[config.mk]
export PLATFORM = sky130hd
export DESIGN_NAME = dsc_decoder
export DESIGN_NICKNAME = d
export VERILOG_FILES = /design/src/hw/dsc_pkg.sv /design/src/hw/dsc_decoder.sv
export SDC_FILE = /design/constraint.sdc
export NUM_CORES = 1
export LEC_CHECK = 0
export BUFFER_PORTS_ARGS = -buffer_cell sky130_fd_sc_hd__buf_4
export CORE_ASPECT_RATIO = 0.7
export CORE_MARGIN = 2
export CORE_UTILIZATION = 30
export DETAILED_ROUTE_END_ITERATION = 10
export GPL_TIMING_DRIVEN = 0
export PLACE_DENSITY = 0.44
export SLEW_MARGIN = 10
export SYNTH_ARGS = -nofsm -noshare
export SYNTH_HDL_FRONTEND = slang
export SYNTH_SLANG_ARGS = --single-unit
[constraint.sdc]
create_clock -name sys_clk_in -period 3.19 [get_ports sys_clk_in]
set_clock_uncertainty 0.2 [all_clocks]
set_input_delay 0.638 -clock sys_clk_in [delete_from_list [all_inputs] [get_ports sys_clk_in]]
set_output_delay 0.638 -clock sys_clk_in [all_outputs]
set_load 0.1 [all_outputs]
[src/hw/dsc_pkg.sv]
// shared constants and types of the serial debug command decoder
package dsc_pkg;

  // serial packet: status/control bit plus 16 data bits
  localparam int            XFER_BITS  = 17;
  localparam logic [4:0]    XFER_LAST  = 5'(XFER_BITS - 1);
  localparam logic [2:0]    ADDR_WORDS = 3'h2;

  // operation field codes (bits 15..10 of the operation word)
  localparam logic [5:0]    OP_NULL     = 6'h00;
  localparam logic [5:0]    OP_GO       = 6'h03;
  localparam logic [5:0]    OP_MEM      = 6'h06;
  localparam logic [5:0]    OP_BLOCK    = 6'h07;
  localparam logic [5:0]    OP_CPU_REG  = 6'h08;
  localparam logic [5:0]    OP_CTRL_REG = 6'h0A;
  localparam logic [5:0]    OP_DBG_REG  = 6'h0B;

  // operand_size_field encodings
  localparam logic [1:0]    SZ_BYTE = 2'h0;
  localparam logic [1:0]    SZ_WORD = 2'h1;
  localparam logic [1:0]    SZ_LONG = 2'h2;
  localparam logic [1:0]    SZ_RSVD = 2'h3;

  // 17-bit responses sent to the host
  localparam logic [16:0]   RSP_NOT_READY = 17'h10000;
  localparam logic [16:0]   RSP_BUS_ERR   = 17'h10001;
  localparam logic [16:0]   RSP_ILLEGAL   = 17'h1FFFF;
  localparam logic [16:0]   RSP_DONE      = 17'h0FFFF;

  // reset values
  localparam logic [31:0]   ADDR_RESET = 32'h0000_0000;
  localparam logic [16:0]   RES_RESET  = 17'h0FFFF;

  // operation word layout, bit 15 first
  typedef struct packed {
    logic [5:0] op;
    logic       zero9;
    logic       rw;
    logic [1:0] size;
    logic       zero5;
    logic       zero4;
    logic       ad;
    logic [2:0] regn;
  } dsc_cmd_t;

  typedef enum logic [1:0] {SPACE_CPU, SPACE_CTRL, SPACE_DBG} dsc_space_t;

  // register access selector toward the core
  typedef struct packed {
    dsc_space_t  space;
    logic        ad;
    logic [2:0]  regn;
    logic [11:0] creg;
  } dsc_reg_sel_t;

endpackage

[src/hw/dsc_decoder.sv]
// serial debug port command decoder and dispatcher
//
// Our own choices: the placing of the registers and register access by a request held until acknowledge.
`timescale 1ns/10ps
module dsc_decoder (
  input  wire logic                  sys_clk_in,
  input  wire logic                  rst_n_in,
  input  wire logic                  dsclk_in,
  input  wire logic                  dsi_in,
  output logic                       dso_out,
  input  wire logic                  cpu_halted_in,
  output logic                       reg_req_out,
  output logic                       reg_we_out,
  output dsc_pkg::dsc_reg_sel_t      reg_sel_out,
  output logic [31:0]                reg_wdata_out,
  input  wire logic [31:0]           reg_rdata_in,
  input  wire logic                  reg_ack_in,
  output logic                       mem_req_out,
  output logic                       mem_we_out,
  output logic [31:0]                mem_addr_out,
  output logic [1:0]                 mem_size_out,
  output logic [31:0]                mem_wdata_out,
  input  wire logic [31:0]           mem_rdata_in,
  input  wire logic                  mem_ack_in,
  input  wire logic                  mem_err_in,
  output logic                       resume_out
);
  import dsc_pkg::*;

  typedef enum logic [2:0] {ST_OPWORD, ST_EXT, ST_EXEC, ST_REG, ST_MEM} dsc_state_t;

  function automatic logic is_illegal(input dsc_cmd_t c);
    logic bad;
    bad = c.zero9 | c.zero5 | c.zero4;
    case (c.op)
      OP_NULL, OP_GO, OP_CPU_REG, OP_CTRL_REG, OP_DBG_REG: ;
      OP_MEM, OP_BLOCK: bad = bad | (c.size == SZ_RSVD);
      default: bad = 1'b1;
    endcase
    return bad;
  endfunction

  // extension words that follow an operation word
  function automatic logic [2:0] ext_words(input dsc_cmd_t c);
    logic [2:0] dw;
    dw = (c.size == SZ_LONG) ? 3'h2 : 3'h1;
    case (c.op)
      OP_CPU_REG:  return c.rw ? 3'h0 : 3'h2;
      OP_MEM:      return c.rw ? ADDR_WORDS : 3'(ADDR_WORDS + dw);
      OP_BLOCK:    return c.rw ? 3'h0 : dw;
      OP_CTRL_REG: return c.rw ? ADDR_WORDS : 3'(ADDR_WORDS + 3'h2);
      OP_DBG_REG:  return c.rw ? 3'h0 : 3'h2;
      default:     return 3'h0;
    endcase
  endfunction

  function automatic logic [2:0] addr_words(input dsc_cmd_t c);
    return (c.op == OP_MEM || c.op == OP_CTRL_REG) ? ADDR_WORDS : 3'h0;
  endfunction

  // natural alignment of memory operands
  function automatic logic [31:0] align(input logic [31:0] a, input logic [1:0] s);
    case (s)
      SZ_WORD: return {a[31:1], 1'b0};
      SZ_LONG: return {a[31:2], 2'b00};
      default: return a;
    endcase
  endfunction

  function automatic logic [31:0] step(input logic [1:0] s);
    case (s)
      SZ_WORD: return 32'h0000_0002;
      SZ_LONG: return 32'h0000_0004;
      default: return 32'h0000_0001;
    endcase
  endfunction

  // link pins cross from the host's domain: two flops, then an edge detector
  logic        clk_s1_q, clk_s2_q, clk_s3_q, dsi_s1_q, dsi_s2_q;
  always_ff @(posedge sys_clk_in or negedge rst_n_in) begin
    if (!rst_n_in) begin
      clk_s1_q <= 1'b0;
      clk_s2_q <= 1'b0;
      clk_s3_q <= 1'b0;
      dsi_s1_q <= 1'b0;
      dsi_s2_q <= 1'b0;
    end else begin
      clk_s1_q <= dsclk_in;
      clk_s2_q <= clk_s1_q;
      clk_s3_q <= clk_s2_q;
      dsi_s1_q <= dsi_in;
      dsi_s2_q <= dsi_s1_q;
    end
  end
  logic        link_edge;
  assign link_edge = clk_s2_q & ~clk_s3_q;

  dsc_state_t   state_q, state_d;
  dsc_cmd_t     cmd_q, cmd_d;
  logic [2:0]   need_q, need_d, aleft_q, aleft_d;
  logic [31:0]  addr_q, addr_d, data_q, data_d;
  logic [16:0]  res0_q, res0_d, res1_q, res1_d;
  logic [1:0]   rcnt_q, rcnt_d;
  logic [15:0]  rx_q, rx_d, tx_q, tx_d;
  logic [4:0]   bit_q, bit_d;
  logic         dso_d, rreq_d, rwe_d, mreq_d, mwe_d, resume_d;
  dsc_reg_sel_t rsel_d;
  logic [31:0]  rwd_d, maddr_d, mwd_d;
  logic [1:0]   msize_d;
  logic         word_done;
  logic [15:0]  word_in;
  logic [16:0]  resp;
  logic         need_halt;

  always_comb begin
    state_d  = state_q;
    cmd_d    = cmd_q;
    need_d   = need_q;
    aleft_d  = aleft_q;
    addr_d   = addr_q;
    data_d   = data_q;
    res0_d   = res0_q;
    res1_d   = res1_q;
    rcnt_d   = rcnt_q;
    rx_d     = rx_q;
    tx_d     = tx_q;
    bit_d    = bit_q;
    dso_d    = dso_out;
    rreq_d   = reg_req_out;
    rwe_d    = reg_we_out;
    rsel_d   = reg_sel_out;
    rwd_d    = reg_wdata_out;
    mreq_d   = mem_req_out;
    mwe_d    = mem_we_out;
    maddr_d  = mem_addr_out;
    msize_d  = mem_size_out;
    mwd_d    = mem_wdata_out;
    resume_d = 1'b0;
    word_done = 1'b0;
    word_in  = {rx_q[14:0], dsi_s2_q};
    // pending results first, then busy, then plain completion
    if (rcnt_q != 2'h0) resp = res0_q;
    else if (state_q != ST_OPWORD) resp = RSP_NOT_READY;
    else resp = RSP_DONE;
    // stolen-cycle memory work and parallel commands never wait for a halt
    need_halt = !(cmd_q.op == OP_DBG_REG && cmd_q.rw) && cmd_q.op != OP_NULL &&
                cmd_q.op != OP_MEM && cmd_q.op != OP_BLOCK;

    // full duplex shifter; the answer word is chosen at a transfer's first edge
    if (link_edge) begin
      rx_d = word_in;
      if (bit_q == 5'h00) begin
        dso_d = resp[16];
        tx_d  = resp[15:0];
        if (rcnt_q != 2'h0) begin
          res0_d = res1_q;
          rcnt_d = rcnt_q - 2'h1;
        end
      end else begin
        dso_d = tx_q[15];
        tx_d  = {tx_q[14:0], 1'b0};
      end
      if (bit_q == XFER_LAST) begin
        bit_d     = 5'h00;
        word_done = 1'b1;
      end else begin
        bit_d = bit_q + 5'h01;
      end
    end

    case (state_q)
      ST_OPWORD: if (word_done) begin
        if (is_illegal(word_in)) begin
          res0_d = RSP_ILLEGAL;
          rcnt_d = 2'h1;
        end else begin
          cmd_d   = word_in;
          need_d  = ext_words(word_in);
          aleft_d = addr_words(word_in);
          state_d = (ext_words(word_in) == 3'h0) ? ST_EXEC : ST_EXT;
        end
      end
      ST_EXT: if (word_done) begin
        if (aleft_q != 3'h0) begin
          addr_d  = {addr_q[15:0], word_in};
          aleft_d = aleft_q - 3'h1;
        end else begin
          data_d = {data_q[15:0], word_in};
        end
        need_d = need_q - 3'h1;
        if (need_q == 3'h1) state_d = ST_EXEC;
      end
      ST_EXEC: begin
        state_d = ST_OPWORD;
        // a null sent beside a two-word answer must not clobber the low word
        if (cmd_q.op != OP_NULL || rcnt_q == 2'h0) begin
          rcnt_d = 2'h1;
          res0_d = RSP_DONE;
        end
        if (need_halt && !cpu_halted_in) begin
          res0_d = RSP_BUS_ERR;
        end else begin
          case (cmd_q.op)
            OP_CPU_REG, OP_CTRL_REG, OP_DBG_REG: begin
              rcnt_d       = 2'h0;
              rreq_d       = 1'b1;
              rwe_d        = !cmd_q.rw;
              rsel_d.space = (cmd_q.op == OP_CPU_REG) ? SPACE_CPU :
                             (cmd_q.op == OP_CTRL_REG) ? SPACE_CTRL : SPACE_DBG;
              rsel_d.ad    = cmd_q.ad;
              rsel_d.regn  = cmd_q.regn;
              rsel_d.creg  = addr_q[11:0];
              rwd_d        = data_q;
              state_d      = ST_REG;
            end
            OP_MEM, OP_BLOCK: begin
              rcnt_d  = 2'h0;
              // block commands advance from the previous access address
              if (cmd_q.op == OP_BLOCK) addr_d = align(addr_q, cmd_q.size) + step(cmd_q.size);
              else addr_d = align(addr_q, cmd_q.size);
              maddr_d = addr_d;
              mreq_d  = 1'b1;
              mwe_d   = !cmd_q.rw;
              msize_d = cmd_q.size;
              mwd_d   = data_q;
              state_d = ST_MEM;
            end
            OP_GO: resume_d = 1'b1;
            default: ;
          endcase
        end
      end
      ST_REG: if (reg_ack_in) begin
        rreq_d  = 1'b0;
        state_d = ST_OPWORD;
        if (cmd_q.rw) begin
          res0_d = {1'b0, reg_rdata_in[31:16]};
          res1_d = {1'b0, reg_rdata_in[15:0]};
          rcnt_d = 2'h2;
        end else begin
          res0_d = RSP_DONE;
          rcnt_d = 2'h1;
        end
      end
      ST_MEM: if (mem_ack_in) begin
        mreq_d  = 1'b0;
        state_d = ST_OPWORD;
        rcnt_d  = 2'h1;
        if (mem_err_in) res0_d = RSP_BUS_ERR;
        else if (!cmd_q.rw) res0_d = RSP_DONE;
        else if (cmd_q.size == SZ_LONG) begin
          res0_d = {1'b0, mem_rdata_in[31:16]};
          res1_d = {1'b0, mem_rdata_in[15:0]};
          rcnt_d = 2'h2;
        end else res0_d = {1'b0, mem_rdata_in[15:0]};
      end
      default: state_d = ST_OPWORD;
    endcase
  end

  always_ff @(posedge sys_clk_in or negedge rst_n_in) begin
    if (!rst_n_in) begin
      state_q       <= ST_OPWORD;
      cmd_q         <= '0;
      need_q        <= 3'h0;
      aleft_q       <= 3'h0;
      addr_q        <= ADDR_RESET;
      data_q        <= 32'h0000_0000;
      res0_q        <= RES_RESET;
      res1_q        <= RES_RESET;
      rcnt_q        <= 2'h0;
      rx_q          <= 16'h0000;
      tx_q          <= 16'h0000;
      bit_q         <= 5'h00;
      dso_out       <= 1'b0;
      reg_req_out   <= 1'b0;
      reg_we_out    <= 1'b0;
      reg_sel_out   <= '0;
      reg_wdata_out <= 32'h0000_0000;
      mem_req_out   <= 1'b0;
      mem_we_out    <= 1'b0;
      mem_addr_out  <= 32'h0000_0000;
      mem_size_out  <= SZ_BYTE;
      mem_wdata_out <= 32'h0000_0000;
      resume_out    <= 1'b0;
    end else begin
      state_q       <= state_d;
      cmd_q         <= cmd_d;
      need_q        <= need_d;
      aleft_q       <= aleft_d;
      addr_q        <= addr_d;
      data_q        <= data_d;
      res0_q        <= res0_d;
      res1_q        <= res1_d;
      rcnt_q        <= rcnt_d;
      rx_q          <= rx_d;
      tx_q          <= tx_d;
      bit_q         <= bit_d;
      dso_out       <= dso_d;
      reg_req_out   <= rreq_d;
      reg_we_out    <= rwe_d;
      reg_sel_out   <= rsel_d;
      reg_wdata_out <= rwd_d;
      mem_req_out   <= mreq_d;
      mem_we_out    <= mwe_d;
      mem_addr_out  <= maddr_d;
      mem_size_out  <= msize_d;
      mem_wdata_out <= mwd_d;
      resume_out    <= resume_d;
    end
  end
endmodule

==> impl_metrics.yaml <==
worst_setup_path:
  slowest_stage: "nor4_2"
  cp-start-kind: "flip-flop"
  max_stage_delay_ps: 800
  crit_path_end_kind: "flip-flop"
  path_max_fanout: 10
  path_cells: "clkbuf_1 -> nand3_1 -> nor4_2 -> nand4_1 -> or4_1 -> o211ai_1"
  cp.required_ps: 3470
  crit_type: "reg2reg"
  critPathArrivalTime_ps: 3440
routing:
  drt_iter0_drc: 695
  ant_nets: 0
  vias: 11700
  routedWlPerCell_um: 21.2
  dr.pass1.iters: 5
  routed_wl_um: 48800
  vias_per_cell: 5.11
  drcViolationCount: 0
clock_tree:
  clk_path_buf_depth: 3
  cts_root_buf: "clkbuf_16"
  h-tree-depth: 1
  clock-sinks: 284
  cts_tree: "yes"
  clock_latency_ps: 580
  numCtsBuffers: 30
  path_clk_slew_ps: 70
timing:
  min_period_ps: 3170
  period_share_pct: 99.2
  whs_ps: 152
  max_slew.worst_pin.slew_ps: 885
  max_freq_mhz: 316
  setup_viol: 0
  finalMaxSlewViolations: 0
  timing.final.ws_setup_ps: 24.8
  finalHoldViolCount: 0
  max-slew-margin-rel_pct: 40.5
  tns_ps: 0
synthesis:
  ys_types: 88
  yosysWarningCount: 0
  synth_top_cell_by_area: "dfrtp_1"
  synth_edf_count: 0
  ys_seq_area_share_pct: 50.7
  async_flop_share_pct: 100
  syn_inst: 1424
  synth-main-ff-cell: "dfrtp_1"
  synth_nets: 1508
  syn_area_sq_mm: 0.0141
  synth.area.top_cells: "dfrtp_1 (45%), nand2_1 (7.5%), dfstp_2 (6.0%)"
  avgSynthCellArea_sq_um: 9.91
  yosys_register_bits: 284
  synth_top_area_share_pct: 44.7
floorplanning:
  rows: 66
  die_h_um: 185
  die_area_sq_mm: 0.0488
  io_pins: 194
  core-area_sq_mm: 0.0464
  initial_utilization_pct: 30.4
  dieWidth_um: 263
worst_hold_path:
  hold_class: "reg2reg"
global_routing:
  grt_max_degree: 101
  grt_use_total_pct: 19.8
  grt_pass1_wl_um: 74200
  grt_pass1_vias: 11700
  antenna_found_initial: 0
  grt.overflow.total: 0
run:
  max_cap_viol_count: 0
layout:
  drive_gt1_share_pct: 23.1
  layout_commonest_cell: "nand2_1"
  layout_common_cells: "nand2_1 (281), dfrtp_1 (252), buf_4 (198)"
  n_fill_cell: 4712
  antenna_cells: 0
  nNetsFinal: 1744
  fin_area_sq_mm: 0.0177
  area_delta_synth_final_pct: 25.2
placement:
  gp_congestion: 0.847
  place_area_sq_mm: 0.0164
  dp_hpwl_um: 36300
  pre_cts_ws_ps: -407
  port_buffers: 193
power:
  power.total_mw: 9.14
  peakVddDrop_v: 0.000364
  p_leak_nw: 8.15
  p_per_area_mw_per_mm2: 517
status:
  status: "finished, final reports clean"
## through the flow
step | utilization [%] | instances
floorplan | - | 1424
global route | 38.1 | 2295
detailed placement | 35.4 | 2232
finish | 38.1 | 2295
CTS | 37.9 | 2293
global placement | 35.2 | 2229
## cell families after synthesis
kind of cell    share of synthesized area [%]
buf+inv                                  3.56
simple gates                             17.5
xor+xnor                                 1.99
flops                                    50.7
fa+ha+maj                                1.12
mux                                      11.0
compound gates                           14.2
## registers in the layout, indices dropped and copies added, names as in the netlist, 13 cells and up
register	cells
mem_wdata_out	32
mem_addr_out	32
data_q	32
res1_q	16
reg_wdata_out	32
cmd_q	13
addr_q	32
reg_sel_out	18
res0_q	17
rx_q	15
tx_q	16
## worst max-delay path, delay by kind of cell, from the launching register on
family / cells / cell delay, ps
buffers and inverters: 1 / 540
AO/OA/AOI/OAI: 1 / 110
AND/OR/NAND/NOR: 4 / 1890
flip-flops: 1 / 320
## timing repair
action                                  4_1_cts  5_1_grt
pin swaps                                     2        3
resized for setup                             9       22
hold buffers                                  3        0
endpoints found under the setup margin       92       83
endpoints found under the hold margin        34        0
buffers inserted                              4        3
## where the power goes
| group | total (mW) | switching, mW | internal [mW] |
|---|---|---|---|
| Clock | 3.78 | 1.55 | 2.23 |
| Sequential | 4.25 | 0.314 | 3.94 |
| Combinational | 1.11 | 0.669 | 0.443 |
| Total | 9.14 | 2.53 | 6.61 |
## final cells by class
| class | count | area (sq um) | area share, % |
|---|---|---|---|
| plain buffers | 100 | 424 | 2.40 |
| clock buffers | 39 | 866 | 4.90 |
| clock inverters | 16 | 194 | 1.10 |
| inverters | 24 | 90.1 | 0.510 |
| multi-input cells | 1014 | 6550 | 37.1 |
| flip-flops and latches | 284 | 7150 | 40.5 |
| well taps | 612 | 766 | 4.33 |
| repair buffers | 206 | 1630 | 9.25 |
## synthesized netlist by cell type (all sizes together), types with 5 or more instances
library cell,instances
nand3,17
o2bb2ai,6
nand2,281
nor3,20
a31oi,8
clkbuf,79
a21oi,73
buf,23
a22oi,17
dfstp,32
a211oi,6
xor2,10
o21ai,115
or4,8
mux2i,44
inv,24
o21a,5
nor3b,6
o211ai,13
nor2,68
nor2b,13
and3,7
nand2b,8
xnor2,22
mux2,99
nor4,14
and2,8
nand4,17
and4,5
or3,14
a21o,8
o22ai,9
ha,11
o221ai,7
dfrtp,252
or4b,7
## final timing paths
kind	from	endpoint	slack, ps	cells after the start
min in group asynchronous	rst_n_in	reg_req_out	340	2
hold / removal	dsi_s1_q	dsi_s2_q	150	0
hold reg to reg	dsi_s1_q	dsi_s2_q	150	0
setup reg to reg	addr_q[4]	addr_q[28]	20	6
setup / recovery	addr_q[4]	addr_q[28]	20	6
max in group asynchronous	rst_n_in	addr_q[10]	1340	4
## routing by layer
metal | up-vias | part of all wire, % | wire length (um) | global-route usage (%)
li1 | 5512 | - | - | -
met1 | 5876 | 50 | 24500 | 30.3
met2 | 276 | 43 | 21200 | 30.0
met3 | 58 | 4.7 | 2280 | 2.69
met4 | 0 | 1.7 | 811 | 3.52
met5 | - | 0 | 0 | 0
(Power assumes the default switching activity.)
